`src/wkc_pkg.sv`:
```
package wkc_pkg;

   // -------------------------------------------------------------
   // Register indexes, byte address is four times the index
   // -------------------------------------------------------------
   localparam logic [9:0] IDX_MASK_COUNT = 10'h100;
   localparam logic [9:0] IDX_MASK_TIMER = 10'h101;
   localparam logic [9:0] IDX_COUNT_A = 10'h102;
   localparam logic [9:0] IDX_COUNT_B = 10'h103;
   localparam logic [9:0] IDX_THRESH_A = 10'h104;
   localparam logic [9:0] IDX_THRESH_B = 10'h105;
   localparam logic [9:0] IDX_IRQ_STATUS = 10'h110;
   localparam logic [9:0] IDX_STATE = 10'h111;
   localparam logic [9:0] IDX_COMMAND = 10'h112;
   localparam logic [9:0] IDX_CFG_UPPER = 10'h30c;
   localparam logic [9:0] IDX_CFG_LOWER = 10'h30d;
   localparam logic [9:0] IDX_RELOAD_UPPER = 10'h30e;
   localparam logic [9:0] IDX_RELOAD_LOWER = 10'h30f;

   // -------------------------------------------------------------
   // Fields, reset values and timing
   // -------------------------------------------------------------
   localparam int BIT_RC_ON = 6;
   localparam int BIT_XTAL_ON = 5;
   localparam int BIT_SRC_SEL = 4;
   localparam int BIT_RAM_KEEP = 3;
   localparam int BIT_ARM = 0;
   localparam int BIT_ST_TIMER = 0;
   localparam int BIT_ST_COUNT = 1;
   localparam int BIT_CMD_SLEEP = 0;
   localparam logic [7:0] CFG_LOWER_RST = 8'h00;
   localparam logic [2:0] DIV_SEL_RST = 3'h0;
   localparam logic [15:0] RELOAD_RST = 16'hffff;
   localparam logic [1:0] RESP_OKAY = 2'h0;
   localparam logic [1:0] RESP_SLVERR = 2'h2;
   localparam int SLOW_CLOCK_HZ = 32768;

   typedef enum {ST_ON, ST_SLEEP, ST_OFF} wkc_state_t;

   typedef struct packed {
      logic rc_on;
      logic xtal_on;
      logic src_rc;
      logic ram_keep;
      logic arm;
   } wkc_cfg_t;

   // Slow ticks per prescaled tick, minus one.
   function automatic logic [15:0] wkc_div_max(input logic [2:0] sel);
      case (sel)
         3'h0: wkc_div_max = 16'h0000;
         3'h1: wkc_div_max = 16'h0003;
         3'h2: wkc_div_max = 16'h0007;
         3'h3: wkc_div_max = 16'h000f;
         3'h4: wkc_div_max = 16'h007f;
         3'h5: wkc_div_max = 16'h03ff;
         3'h6: wkc_div_max = 16'h1fff;
         default: wkc_div_max = 16'hffff;
      endcase
   endfunction

endpackage

```
`src/wkc_wake_controller.sv`:
```
// Register access over AXI4-Lite was left to the implementer.
`timescale 1ns/100ps
module wkc_wake_controller
   import wkc_pkg::*;
(
   input wire logic clk_in,
   input wire logic resetn_in,
   input wire logic ce_in,
   input wire logic rc_clk_in,
   input wire logic xtal_clk_in,
   input wire logic awvalid_in,
   output logic awready_out,
   input wire logic [11:0] awaddr_in,
   input wire logic [2:0] awprot_in,
   input wire logic wvalid_in,
   output logic wready_out,
   input wire logic [31:0] wdata_in,
   input wire logic [3:0] wstrb_in,
   output logic bvalid_out,
   input wire logic bready_in,
   output logic [1:0] bresp_out,
   input wire logic arvalid_in,
   output logic arready_out,
   input wire logic [11:0] araddr_in,
   input wire logic [2:0] arprot_in,
   output logic rvalid_out,
   input wire logic rready_in,
   output logic [31:0] rdata_out,
   output logic [1:0] rresp_out,
   output logic irq_out,
   output logic rc_osc_on_out,
   output logic xtal_osc_on_out,
   output logic ram_power_out,
   output logic sleep_out,
   output logic off_out
);

   // -------------------------------------------------------------
   // Declarations
   // -------------------------------------------------------------
   logic aw_got, w_got, wr_en, wr_ok, rd_ok, wake, exceed, slow_edge, tick, expire;
   logic [9:0] aw_idx;
   logic [7:0] w_byte, cfg_upper_hold, reload_upper_hold, mask_count, mask_timer;
   logic [31:0] next_rdata;
   logic [2:0] div_sel, rc_sync, xt_sync;
   logic [15:0] reload, timer, pre_cnt, count, thresh, next_count;
   logic [1:0] status;
   wkc_cfg_t cfg;
   wkc_state_t state;

   // -------------------------------------------------------------
   // Register bus write side
   // -------------------------------------------------------------
   assign wr_en = ce_in && aw_got && w_got && !bvalid_out;
   assign wr_ok = wr_en && wstrb_in[0] == 1'b1;

   always_ff @(posedge clk_in or negedge resetn_in) begin
      if (!resetn_in) begin
         aw_got <= 1'b0;
         w_got <= 1'b0;
         awready_out <= 1'b0;
         wready_out <= 1'b0;
         bvalid_out <= 1'b0;
         bresp_out <= RESP_OKAY;
         aw_idx <= 10'h000;
         w_byte <= 8'h00;
      end else if (ce_in) begin
         awready_out <= !aw_got && !(awvalid_in && awready_out) && !bvalid_out;
         wready_out <= !w_got && !(wvalid_in && wready_out) && !bvalid_out;
         if (awvalid_in && awready_out) begin
            aw_got <= 1'b1;
            aw_idx <= awaddr_in[11:2];
         end
         if (wvalid_in && wready_out) begin
            w_got <= 1'b1;
            w_byte <= wdata_in[7:0];
         end
         if (wr_en) begin
            bvalid_out <= 1'b1;
            bresp_out <= (aw_idx == IDX_STATE || aw_idx == IDX_IRQ_STATUS
               || aw_idx == IDX_MASK_COUNT || aw_idx == IDX_MASK_TIMER
               || (aw_idx >= IDX_COUNT_A && aw_idx <= IDX_THRESH_B)
               || aw_idx == IDX_COMMAND
               || (aw_idx >= IDX_CFG_UPPER && aw_idx <= IDX_RELOAD_LOWER))
               ? RESP_OKAY : RESP_SLVERR;
         end else if (bvalid_out && bready_in) begin
            bvalid_out <= 1'b0;
            aw_got <= 1'b0;
            w_got <= 1'b0;
         end
      end
   end

   // -------------------------------------------------------------
   // Register bus read side
   // -------------------------------------------------------------
   always_comb begin
      rd_ok = 1'b1;
      next_rdata = 32'h00000000;
      case (araddr_in[11:2])
         IDX_MASK_COUNT: next_rdata[7:0] = mask_count;
         IDX_MASK_TIMER: next_rdata[7:0] = mask_timer;
         IDX_COUNT_A: next_rdata[7:0] = count[7:0];
         IDX_COUNT_B: next_rdata[7:0] = count[15:8];
         IDX_THRESH_A: next_rdata[7:0] = thresh[7:0];
         IDX_THRESH_B: next_rdata[7:0] = thresh[15:8];
         IDX_IRQ_STATUS: next_rdata[1:0] = status;
         IDX_STATE: next_rdata[1:0] = {state == ST_OFF, state == ST_SLEEP};
         IDX_COMMAND, IDX_CFG_UPPER, IDX_CFG_LOWER: next_rdata = 32'h00000000;
         IDX_RELOAD_UPPER, IDX_RELOAD_LOWER: next_rdata = 32'h00000000;
         default: rd_ok = 1'b0;
      endcase
   end

   always_ff @(posedge clk_in or negedge resetn_in) begin
      if (!resetn_in) begin
         arready_out <= 1'b0;
         rvalid_out <= 1'b0;
         rdata_out <= 32'h00000000;
         rresp_out <= RESP_OKAY;
      end else if (ce_in) begin
         arready_out <= !rvalid_out && !(arvalid_in && arready_out);
         if (arvalid_in && arready_out) begin
            rvalid_out <= 1'b1;
            rdata_out <= next_rdata;
            rresp_out <= rd_ok ? RESP_OKAY : RESP_SLVERR;
         end else if (rvalid_out && rready_in) begin
            rvalid_out <= 1'b0;
         end
      end
   end

   // -------------------------------------------------------------
   // Configuration and reload pairs
   // -------------------------------------------------------------
   always_ff @(posedge clk_in or negedge resetn_in) begin
      if (!resetn_in) begin
         cfg_upper_hold <= 8'h00;
         reload_upper_hold <= 8'h00;
         div_sel <= DIV_SEL_RST;
         cfg <= wkc_cfg_t'(5'h00);
         reload <= RELOAD_RST;
         mask_count <= 8'h00;
         mask_timer <= 8'h00;
         thresh <= 16'h0000;
      end else if (wr_ok) begin
         case (aw_idx)
            IDX_CFG_UPPER: cfg_upper_hold <= w_byte;
            IDX_CFG_LOWER: begin
               div_sel <= cfg_upper_hold[2:0];
               cfg.rc_on <= w_byte[BIT_RC_ON];
               cfg.xtal_on <= w_byte[BIT_XTAL_ON];
               cfg.src_rc <= w_byte[BIT_SRC_SEL];
               cfg.ram_keep <= w_byte[BIT_RAM_KEEP];
               cfg.arm <= w_byte[BIT_ARM];
            end
            IDX_RELOAD_UPPER: reload_upper_hold <= w_byte;
            IDX_RELOAD_LOWER: reload <= {reload_upper_hold, w_byte};
            IDX_MASK_COUNT: mask_count <= w_byte;
            IDX_MASK_TIMER: mask_timer <= w_byte;
            IDX_THRESH_A: thresh[7:0] <= w_byte;
            IDX_THRESH_B: thresh[15:8] <= w_byte;
            default: thresh <= thresh;
         endcase
      end
   end

   // -------------------------------------------------------------
   // Slow clock selection and prescaler
   // -------------------------------------------------------------
   always_ff @(posedge clk_in or negedge resetn_in) begin
      if (!resetn_in) begin
         rc_sync <= 3'h0;
         xt_sync <= 3'h0;
      end else if (ce_in) begin
         rc_sync <= {rc_sync[1:0], rc_clk_in};
         xt_sync <= {xt_sync[1:0], xtal_clk_in};
      end
   end

   assign slow_edge = ce_in && (cfg.src_rc
      ? (cfg.rc_on && rc_sync[1] && !rc_sync[2])
      : (cfg.xtal_on && xt_sync[1] && !xt_sync[2]));
   assign tick = slow_edge && pre_cnt >= wkc_div_max(div_sel);
   assign expire = tick && timer <= 16'h0001;

   always_ff @(posedge clk_in or negedge resetn_in) begin
      if (!resetn_in) begin
         pre_cnt <= 16'h0000;
         timer <= RELOAD_RST;
      end else if (wr_ok && aw_idx == IDX_RELOAD_LOWER) begin
         pre_cnt <= 16'h0000;
         timer <= {reload_upper_hold, w_byte};
      end else begin
         if (slow_edge) begin
            pre_cnt <= tick ? 16'h0000 : pre_cnt + 16'h0001;
            if (expire) begin
               timer <= reload;
            end else if (tick) begin
               timer <= timer - 16'h0001;
            end
         end
         // A new divide ratio restarts the prescaler so it never sits beyond it.
         if (wr_ok && aw_idx == IDX_CFG_LOWER) begin
            pre_cnt <= 16'h0000;
         end
      end
   end

   // -------------------------------------------------------------
   // Power state and wake counting
   // -------------------------------------------------------------
   assign wake = expire && cfg.arm && state == ST_SLEEP;
   assign next_count = count + 16'h0001;
   assign exceed = next_count > thresh;

   always_ff @(posedge clk_in or negedge resetn_in) begin
      if (!resetn_in) begin
         state <= ST_ON;
      end else if (ce_in) begin
         case (state)
            ST_SLEEP: begin
               if (wake && exceed) begin
                  state <= ST_OFF;
               end else begin
                  state <= ST_SLEEP;
               end
            end
            default: begin
               if (wr_ok && aw_idx == IDX_COMMAND && w_byte[BIT_CMD_SLEEP]) begin
                  state <= ST_SLEEP;
               end
            end
         endcase
      end
   end

   always_ff @(posedge clk_in or negedge resetn_in) begin
      if (!resetn_in) begin
         count <= 16'h0000;
      end else if (wake) begin
         count <= exceed ? 16'h0000 : next_count;
      end else if (wr_ok && aw_idx == IDX_COUNT_A) begin
         count[7:0] <= w_byte;
      end else if (wr_ok && aw_idx == IDX_COUNT_B) begin
         count[15:8] <= w_byte;
      end
   end

   // -------------------------------------------------------------
   // Interrupt status, mask and outputs
   // -------------------------------------------------------------
   always_ff @(posedge clk_in or negedge resetn_in) begin
      if (!resetn_in) begin
         status <= 2'h0;
      end else if (ce_in) begin
         if (wr_ok && aw_idx == IDX_IRQ_STATUS) begin
            status <= status & ~w_byte[1:0];
         end
         if (wake) begin
            status[BIT_ST_TIMER] <= 1'b1;
            if (exceed) begin
               status[BIT_ST_COUNT] <= 1'b1;
            end
         end
      end
   end

   always_ff @(posedge clk_in or negedge resetn_in) begin
      if (!resetn_in) begin
         irq_out <= 1'b0;
         rc_osc_on_out <= 1'b0;
         xtal_osc_on_out <= 1'b0;
         ram_power_out <= 1'b1;
         sleep_out <= 1'b0;
         off_out <= 1'b0;
      end else if (ce_in) begin
         irq_out <= (status[BIT_ST_TIMER] && mask_timer[BIT_ST_TIMER])
            || (status[BIT_ST_COUNT] && mask_count[BIT_ST_COUNT]);
         rc_osc_on_out <= cfg.rc_on;
         xtal_osc_on_out <= cfg.xtal_on;
         ram_power_out <= state != ST_SLEEP || cfg.ram_keep;
         sleep_out <= state == ST_SLEEP;
         off_out <= state == ST_OFF;
      end
   end
endmodule // wkc_wake_controller

```
`config.mk`:
```
export PLATFORM = sky130hd
export DESIGN_NAME = wkc_wake_controller
export DESIGN_NICKNAME = d
export VERILOG_FILES = /design/src/wkc_pkg.sv /design/src/wkc_wake_controller.sv
export SDC_FILE = /design/constraint.sdc
export NUM_CORES = 1
export LEC_CHECK = 0
export ABC_AREA = 1
export BUFFER_PORTS_ARGS = -buffer_cell sky130_fd_sc_hd__buf_2
export CAP_MARGIN = 20
export CORE_ASPECT_RATIO = 2
export CORE_MARGIN = 2
export CORE_UTILIZATION = 53
export CTS_CLUSTER_SIZE = 10
export DETAILED_ROUTE_END_ITERATION = 6
export HOLD_SLACK_MARGIN = 0.1
export PLACE_DENSITY = 0.77
export SLEW_MARGIN = 0
export SYNTH_ARGS = -nofsm -noshare
export SYNTH_HDL_FRONTEND = slang
export SYNTH_SLANG_ARGS = --single-unit
```
`constraint.sdc`:
```
create_clock -name clk_in -period 2.8 [get_ports clk_in]
set_input_delay 0.14 -clock clk_in [delete_from_list [all_inputs] [get_ports clk_in]]
set_output_delay 0.14 -clock clk_in [all_outputs]
set_load 0.05 [all_outputs]
```
### Yosys cells after proc, flatten, opt, wreduce, memory -nomap -nowiden

Index checks and enable logic that the tools add are counted.

| word-level totals | value |
|---|---|
| register bits | 198 |
| latch bits | 0 |
| RAM bits | 0 |
| memory bits (read-only) | 0 |
| input port bits | 76 |
| output and inout port bits | 47 |
| word-level logic and storage cells | 206 |
| memories | 0 |

| operators by class | value |
|---|---|
| add/sub/neg operators | 3 |
| $mul | 0 |
| divide/modulo/power cells | 0 |
| order comparisons | 7 |
| equal/unequal tests | 37 |
| shift operators | 0 |
| multiplexer cells | 36 |
| bitwise operators | 2 |
| reduce and logical (&&, ||, !) cells | 81 |

Operators with widths:

| kind | number |
|---|---|
| 10-bit by 9-bit == test with 1-bit output (second input constant) | 18 |
| 16-bit 2-to-1 mux | 10 |
| 16-bit one-hot mux with 7 select lines | 1 |
| 10-bit == test (second input constant) | 8 |
| 32-bit 2-to-1 mux | 2 |
| 6-bit one-hot mux with 6 select lines | 1 |
| 2-bit AND reduction | 18 |
| 1-bit logical AND | 35 |
| 16-bit by 1-bit adder with 16-bit output (second input constant) | 2 |
| 32-bit by 1-bit == test with 1-bit output (second input constant) | 1 |
| 32-bit by 2-bit == test with 1-bit output (second input constant) | 1 |
| 32-bit by 3-bit == test with 1-bit output (second input constant) | 1 |
| 32-bit by 2-bit inequality test with 1-bit output (second input constant) | 1 |
| 8-bit 2-to-1 mux | 3 |
| 16-bit greater-or-equal comparator | 1 |
| 16-bit greater-than comparator | 1 |
| 16-bit by 1-bit <= comparator with 1-bit output (second input constant) | 1 |
| 2-bit one-hot mux with 8 select lines | 1 |
| 16-bit by 1-bit subtractor with 16-bit output (second input constant) | 1 |
| 2-bit nonzero test | 7 |
| 1-bit 2-to-1 mux | 13 |
| 13-bit OR reduction | 1 |
| 10-bit greater-or-equal comparator (second input constant) | 1 |
| 10-bit by 9-bit greater-or-equal comparator with 1-bit output (second input constant) | 1 |
| other kinds (13) | 36 |

### Logic depth before layout (Yosys ltp)

| depth | value |
|---|---|
| depth after elaboration | 11 |
| gate-level depth with buffers | 19 |
| gate-level depth less buffers | 17 |

### Least setup slack after synthesis

No wires, ideal clock.

| path | value |
|---|---|
| kind | register to register |
| start | reg count[0] |
| end | reg count[5] |
| setup time | 0.124 ns |
| arrival time | 2.900 ns |
| required time | 2.676 ns |
| path slack | -0.224 ns |
| stages on the path, launching flop included | 19 |
| buffers on the path | 1 |
| period minus slack after synthesis | 3.024 ns |
| cell sequence | dfrtp_1 ha_1 nand2_1 nor2_1 nand3_1 nor4_2 nand2_1 nor3_2 xor2_1 ha_1 nand2_1 nor2_1 nand2_1 or2_2 a21oi_1 nor2_4 buf_4 nand2_1 nand3_1 |

| between the ends | value |
|---|---|
| longest elaborated chain between the ends | 4 |

Ends and longest elaborated chain:

| element | RTL line | RTL |
|---|---|---|
| start: declaration | wkc_wake_controller.sv:46 | `logic [15:0] reload, timer, pre_cnt, count, thresh, next_count;` |
| start signal: assignment | wkc_wake_controller.sv:242 | `count <= exceed ? 16'h0000 : next_count;` |
| start signal: assignment | wkc_wake_controller.sv:244 | `count[7:0] <= w_byte;` |
| 16-bit by 1-bit adder with 16-bit output (*) | wkc_wake_controller.sv:214 | `assign next_count = count + 16'h0001;` |
| 16-bit greater-than comparator | wkc_wake_controller.sv:215 | `assign exceed = next_count > thresh;` |
| 16-bit 2-to-1 mux (*) | wkc_wake_controller.sv:242 |  |
| 16-bit 2-to-1 mux (*) | wkc_wake_controller.sv:241 | `end else if (wake) begin` |

Mark *: on every way between the ends. The rest lies on a longest branch, timed or not.
A chain may end at the register's enable or synchronous reset.

### Final worst setup path

| path | value |
|---|---|
| start | reg count[3] |
| end | reg count[10] |

Same word-level chain as after synthesis.

==> results.sh <==
export IMPL_drt_iter0_drc=575
export IMPL_finalSetupViolCount=16
export IMPL_multi_input_area_mm2=0.00458
export IMPL_async_flop_share_pct=100
export IMPL_path_class="reg2reg"
export IMPL_reg2reg_from="count[3]"
export IMPL_drive_gt1_share_pct=18.8
export IMPL_synth_most_common_cell="nand2_1"
export IMPL_rsz0062_at_grt="true"
export IMPL_dieArea_mm2=0.0188
export IMPL_worstPathMaxFanout=15
export IMPL_drtAntennaViolNets=0
export IMPL_clock_sinks=166
export IMPL_layout_setup_ws_ns=-0.0403
export IMPL_worst_slew_pin_transition_ns=0.799
export IMPL_violations="setup timing"
export IMPL_syn_avg_cell_area_um2=7.98
export IMPL_place_ws_ns=-0.315
export IMPL_required_ns=3.12
export IMPL_ys_seq_elements=166
export IMPL_ys_top_cells_by_area="dfrtp_1, nand2_1, dfstp_2"
export IMPL_synth_area_mm2=0.00937
export IMPL_timing_clock_skew_ns=0.0125
export IMPL_swShare_pct=34.5
export IMPL_worstSetupStartpointType="register"
export IMPL_crit_buf_inv=3
export IMPL_yosysTopAreaCell="dfrtp_1"
export IMPL_path_cells="inv_2 -> nor4_4 -> nand2_1 -> nor2_2 -> buf_4 -> nand2_1 -> xor2_1 -> ha_1 -> nand2_1 -> nor2_1 -> nand2_2 -> or2_4 -> a21oi_4 -> nor2_4 -> buf_12 -> nand2_1 -> nand3_1"
export IMPL_numCtsBuffers=17
export IMPL_rr_endpoint="count[10]"
export IMPL_path_delay_family="simple AND/OR/NAND/NOR gates"
export IMPL_clockRootBuffer="clkbuf_16"
export IMPL_synth_compound_area_share_pct=11.0
export IMPL_startpoint="count[3]"
export IMPL_synth_edf_count=0
export IMPL_finalHoldViolations=0
export IMPL_seq_area_mm2=0.00420
export IMPL_power_leakage_nw=5.58
export IMPL_grt_overflow_total=0
export IMPL_finalCritPeriodShare_pct=101
export IMPL_p_switching_w=0.00236
export IMPL_crit_path_top_delay_cell="dfrtp_1"
export IMPL_die_width_um=98.0
export IMPL_portBuffers=59
export IMPL_clockBufferDepth=2
export IMPL_ir_worst_vdd_mv=0.478
export IMPL_max_freq_ghz=0.352
export IMPL_synthMuxAreaShare_pct=0.721
export IMPL_worstRegToRegCells=17
export IMPL_period_needed_ns=2.84
export IMPL_p_seq_share_pct=42.4
export IMPL_powerDensity_mw_per_mm2=610
export IMPL_ys_seq_area_share_pct=44.8
export IMPL_viasPerCell=5.64
export IMPL_start_util_pct=54.2
export IMPL_synth_commonest_cells="nand2_1, dfrtp_1, inv_1"
export IMPL_worstSetupEndpoint="count[10]"
export IMPL_drv_cap=0
export IMPL_drt_pass1_iterations=5
export IMPL_crit_path_end_kind="register"
export IMPL_routabilityCongestion=1.00
export IMPL_hold_ws_ns=0.132
export IMPL_internal_power_w=0.00447
export IMPL_synthFlopType="dfrtp_1"
export IMPL_status="finished with violations"
export IMPL_drc_errors=0
export IMPL_synth_cells=1174
export IMPL_clockPowerShare_pct=37.6
export IMPL_grt_first_pass_wirelength_um=43000
export IMPL_fin_nets=1417
export IMPL_grt_max_degree=83
export IMPL_antenna_found_initial=0
export IMPL_wl_per_cell_um=17.5
export IMPL_cts_tree="yes"
export IMPL_synth_top_family_by_area="simple AND/OR/NAND/NOR gates"
export IMPL_synth_simple_area_share_pct=27.2
export IMPL_n_antenna_cell=0
export IMPL_comb_power_share_pct=20.0
export IMPL_critPathArrivalTime_ns=3.16
export IMPL_routed_wl_um=26900
export IMPL_crit_top_cell="nand2_1"
export IMPL_grt_usage_pct=29.5
export IMPL_dp_cells=1465
export IMPL_n_fill_cell=1502
export IMPL_yosys_area_share_adder_pct=4.41
export IMPL_coreArea_mm2=0.0173
export IMPL_die_height_um=192
export IMPL_relSlewSlack_pct=46.8
export IMPL_slew_violations=0
export IMPL_hp_class="in2reg"
export IMPL_ys_warnings_count=0
export IMPL_yosysTopAreaCellShare_pct=35.5
export IMPL_fin_cells=1531
export IMPL_clk_latency_ns=0.44
export IMPL_grt_pass1_vias=8808
export IMPL_vias=8633
export IMPL_critPathMaxStageDelay_ns=0.38
export IMPL_cp_depth=17
export IMPL_dp_final_hpwl_um=20000
export IMPL_area_growth_pct=19.7
export IMPL_rows=68
export IMPL_rrSetupSlack_ns=-0.04
export IMPL_synth_xor_area_share_pct=2.80
export IMPL_path_clk_slew_ns=0.07
export IMPL_htree_levels=4
export IMPL_io_pins=123
export IMPL_synth_cell_types=54
-- per-stage QoR --
stage / TNS [ns] / util, % / power [W] / cell area [um^2]
finish: -0.412 / 64.9 / 0.00683 / 11200
global route: -2.88 / 64.9 / 0.00707 / 11200
CTS: -0.00621 / 64.4 / 0.00681 / 11100
detailed placement: -5.28 / 58.6 / 0.00422 / 10100
global placement: -3.41 / 58.6 / 0.00419 / 10100
floorplan: -0.902 / - / 0.00374 / 9500
-- state kept, by name, indices dropped and copies added (netlist names), 2 cells and up --
name / count
count: 16
pre_cnt: 16
reload: 16
thresh: 16
timer: 16
aw_idx: 10
mask_count: 8
mask_timer: 8
rdata_out: 8
reload_upper_hold: 8
w_byte: 8
cfg: 5
cfg_upper_hold: 3
div_sel: 3
rc_sync: 3
xt_sync: 3
state: 2
status: 2
-- worst reg2reg max path, stage by stage (launching register included) --
cell and delay [ns]:
dfrtp_1 0.38, inv_2 0.11, nor4_4 0.35, nand2_1 0.11, nor2_2 0.12, buf_4 0.14
nand2_1 0.06, xor2_1 0.15, ha_1 0.31, nand2_1 0.06, nor2_1 0.12, nand2_2 0.07
or2_4 0.24, a21oi_4 0.19, nor2_4 0.05, buf_12 0.15, nand2_1 0.07, nand3_1 0.07
-- how the worst min path moves through the flow --
stage          slack (ns)              end       from  depth (start not counted)
6_report             0.13  xtal_osc_on_out      ce_in                          3
5_1_grt              0.15  xtal_osc_on_out      ce_in                          3
4_1_cts              0.13  xtal_osc_on_out      ce_in                          3
3_5_place_dp         0.25        aw_idx[9]  resetn_in                          1
3_3_place_gp         0.24        aw_idx[0]  resetn_in                          1
2_1_floorplan       -0.16      arready_out  resetn_in                          0
-- layout by cell type, fill, tap and decap left out, types with 9 or more instances in the layout --
| cell type | netlist | layout |
|---|---|---|
| nand3_2 | 3 | 9 |
| nand4_1 | 11 | 11 |
| inv_1 | 132 | 130 |
| nand3_1 | 113 | 106 |
| nor3_1 | 28 | 27 |
| buf_2 | 8 | 58 |
| o21ai_0 | 92 | 89 |
| nand2_1 | 264 | 256 |
| conb_1 | 1 | 26 |
| ha_1 | 33 | 32 |
| nor2_1 | 106 | 103 |
| nand2_2 | 6 | 13 |
| xor2_1 | 22 | 20 |
| a21oi_1 | 43 | 42 |
| buf_4 | 27 | 53 |
| clkbuf_16 | 0 | 17 |
| dlygate4sd3_1 | 0 | 27 |
| dfrtp_1 | 133 | 133 |
| o22ai_1 | 15 | 15 |
| dfstp_2 | 33 | 33 |
-- routing by layer --
layer	share of wire, %	wire length [um]	track usage, %
met2	55	14900	56.5
met5	0	0	0
met1	35	9360	28.6
met3	3.0	795	3.93
met4	6.8	1810	19.8
-- cells by family after synthesis --
logic type / count (synthesis)
adder cells (fa/ha/maj): 33
other: 1
XOR/XNOR: 30
flip-flops: 166
buffers and inverters: 191
multiplexers: 6
AO/OA/AOI/OAI: 182
AND/OR/NAND/NOR: 565
-- power groups by stage --
stage | logic (W) | registers (W) | clock network, W
2_1_floorplan | 0.000694 | 0.00305 | 0
3_3_place_gp | 0.00128 | 0.00291 | 0
3_5_place_dp | 0.00130 | 0.00292 | 0
4_1_cts | 0.00134 | 0.00288 | 0.00259
5_1_grt | 0.00146 | 0.00291 | 0.00270
6_report | 0.00137 | 0.00290 | 0.00257
-- cell type report --
cell class / count / area share [%]
Multi-Input combinational cell: 842 / 40.9
Clock inverter: 13 / 1.62
Clock buffer: 19 / 4.04
Timing Repair Buffer: 141 / 9.01
Tap cell: 210 / 2.34
Sequential cell: 166 / 37.4
Inverter: 140 / 4.70
-- timing repair --
action	4_1_cts	5_1_grt
pin swaps	12	4
buffers inserted	5	8
hold endpoints to repair	103	0
hold buffers	27	0
setup endpoints to repair	19	20
resized for setup	15	17
Note: power is estimated with default switching activity, not from simulation.
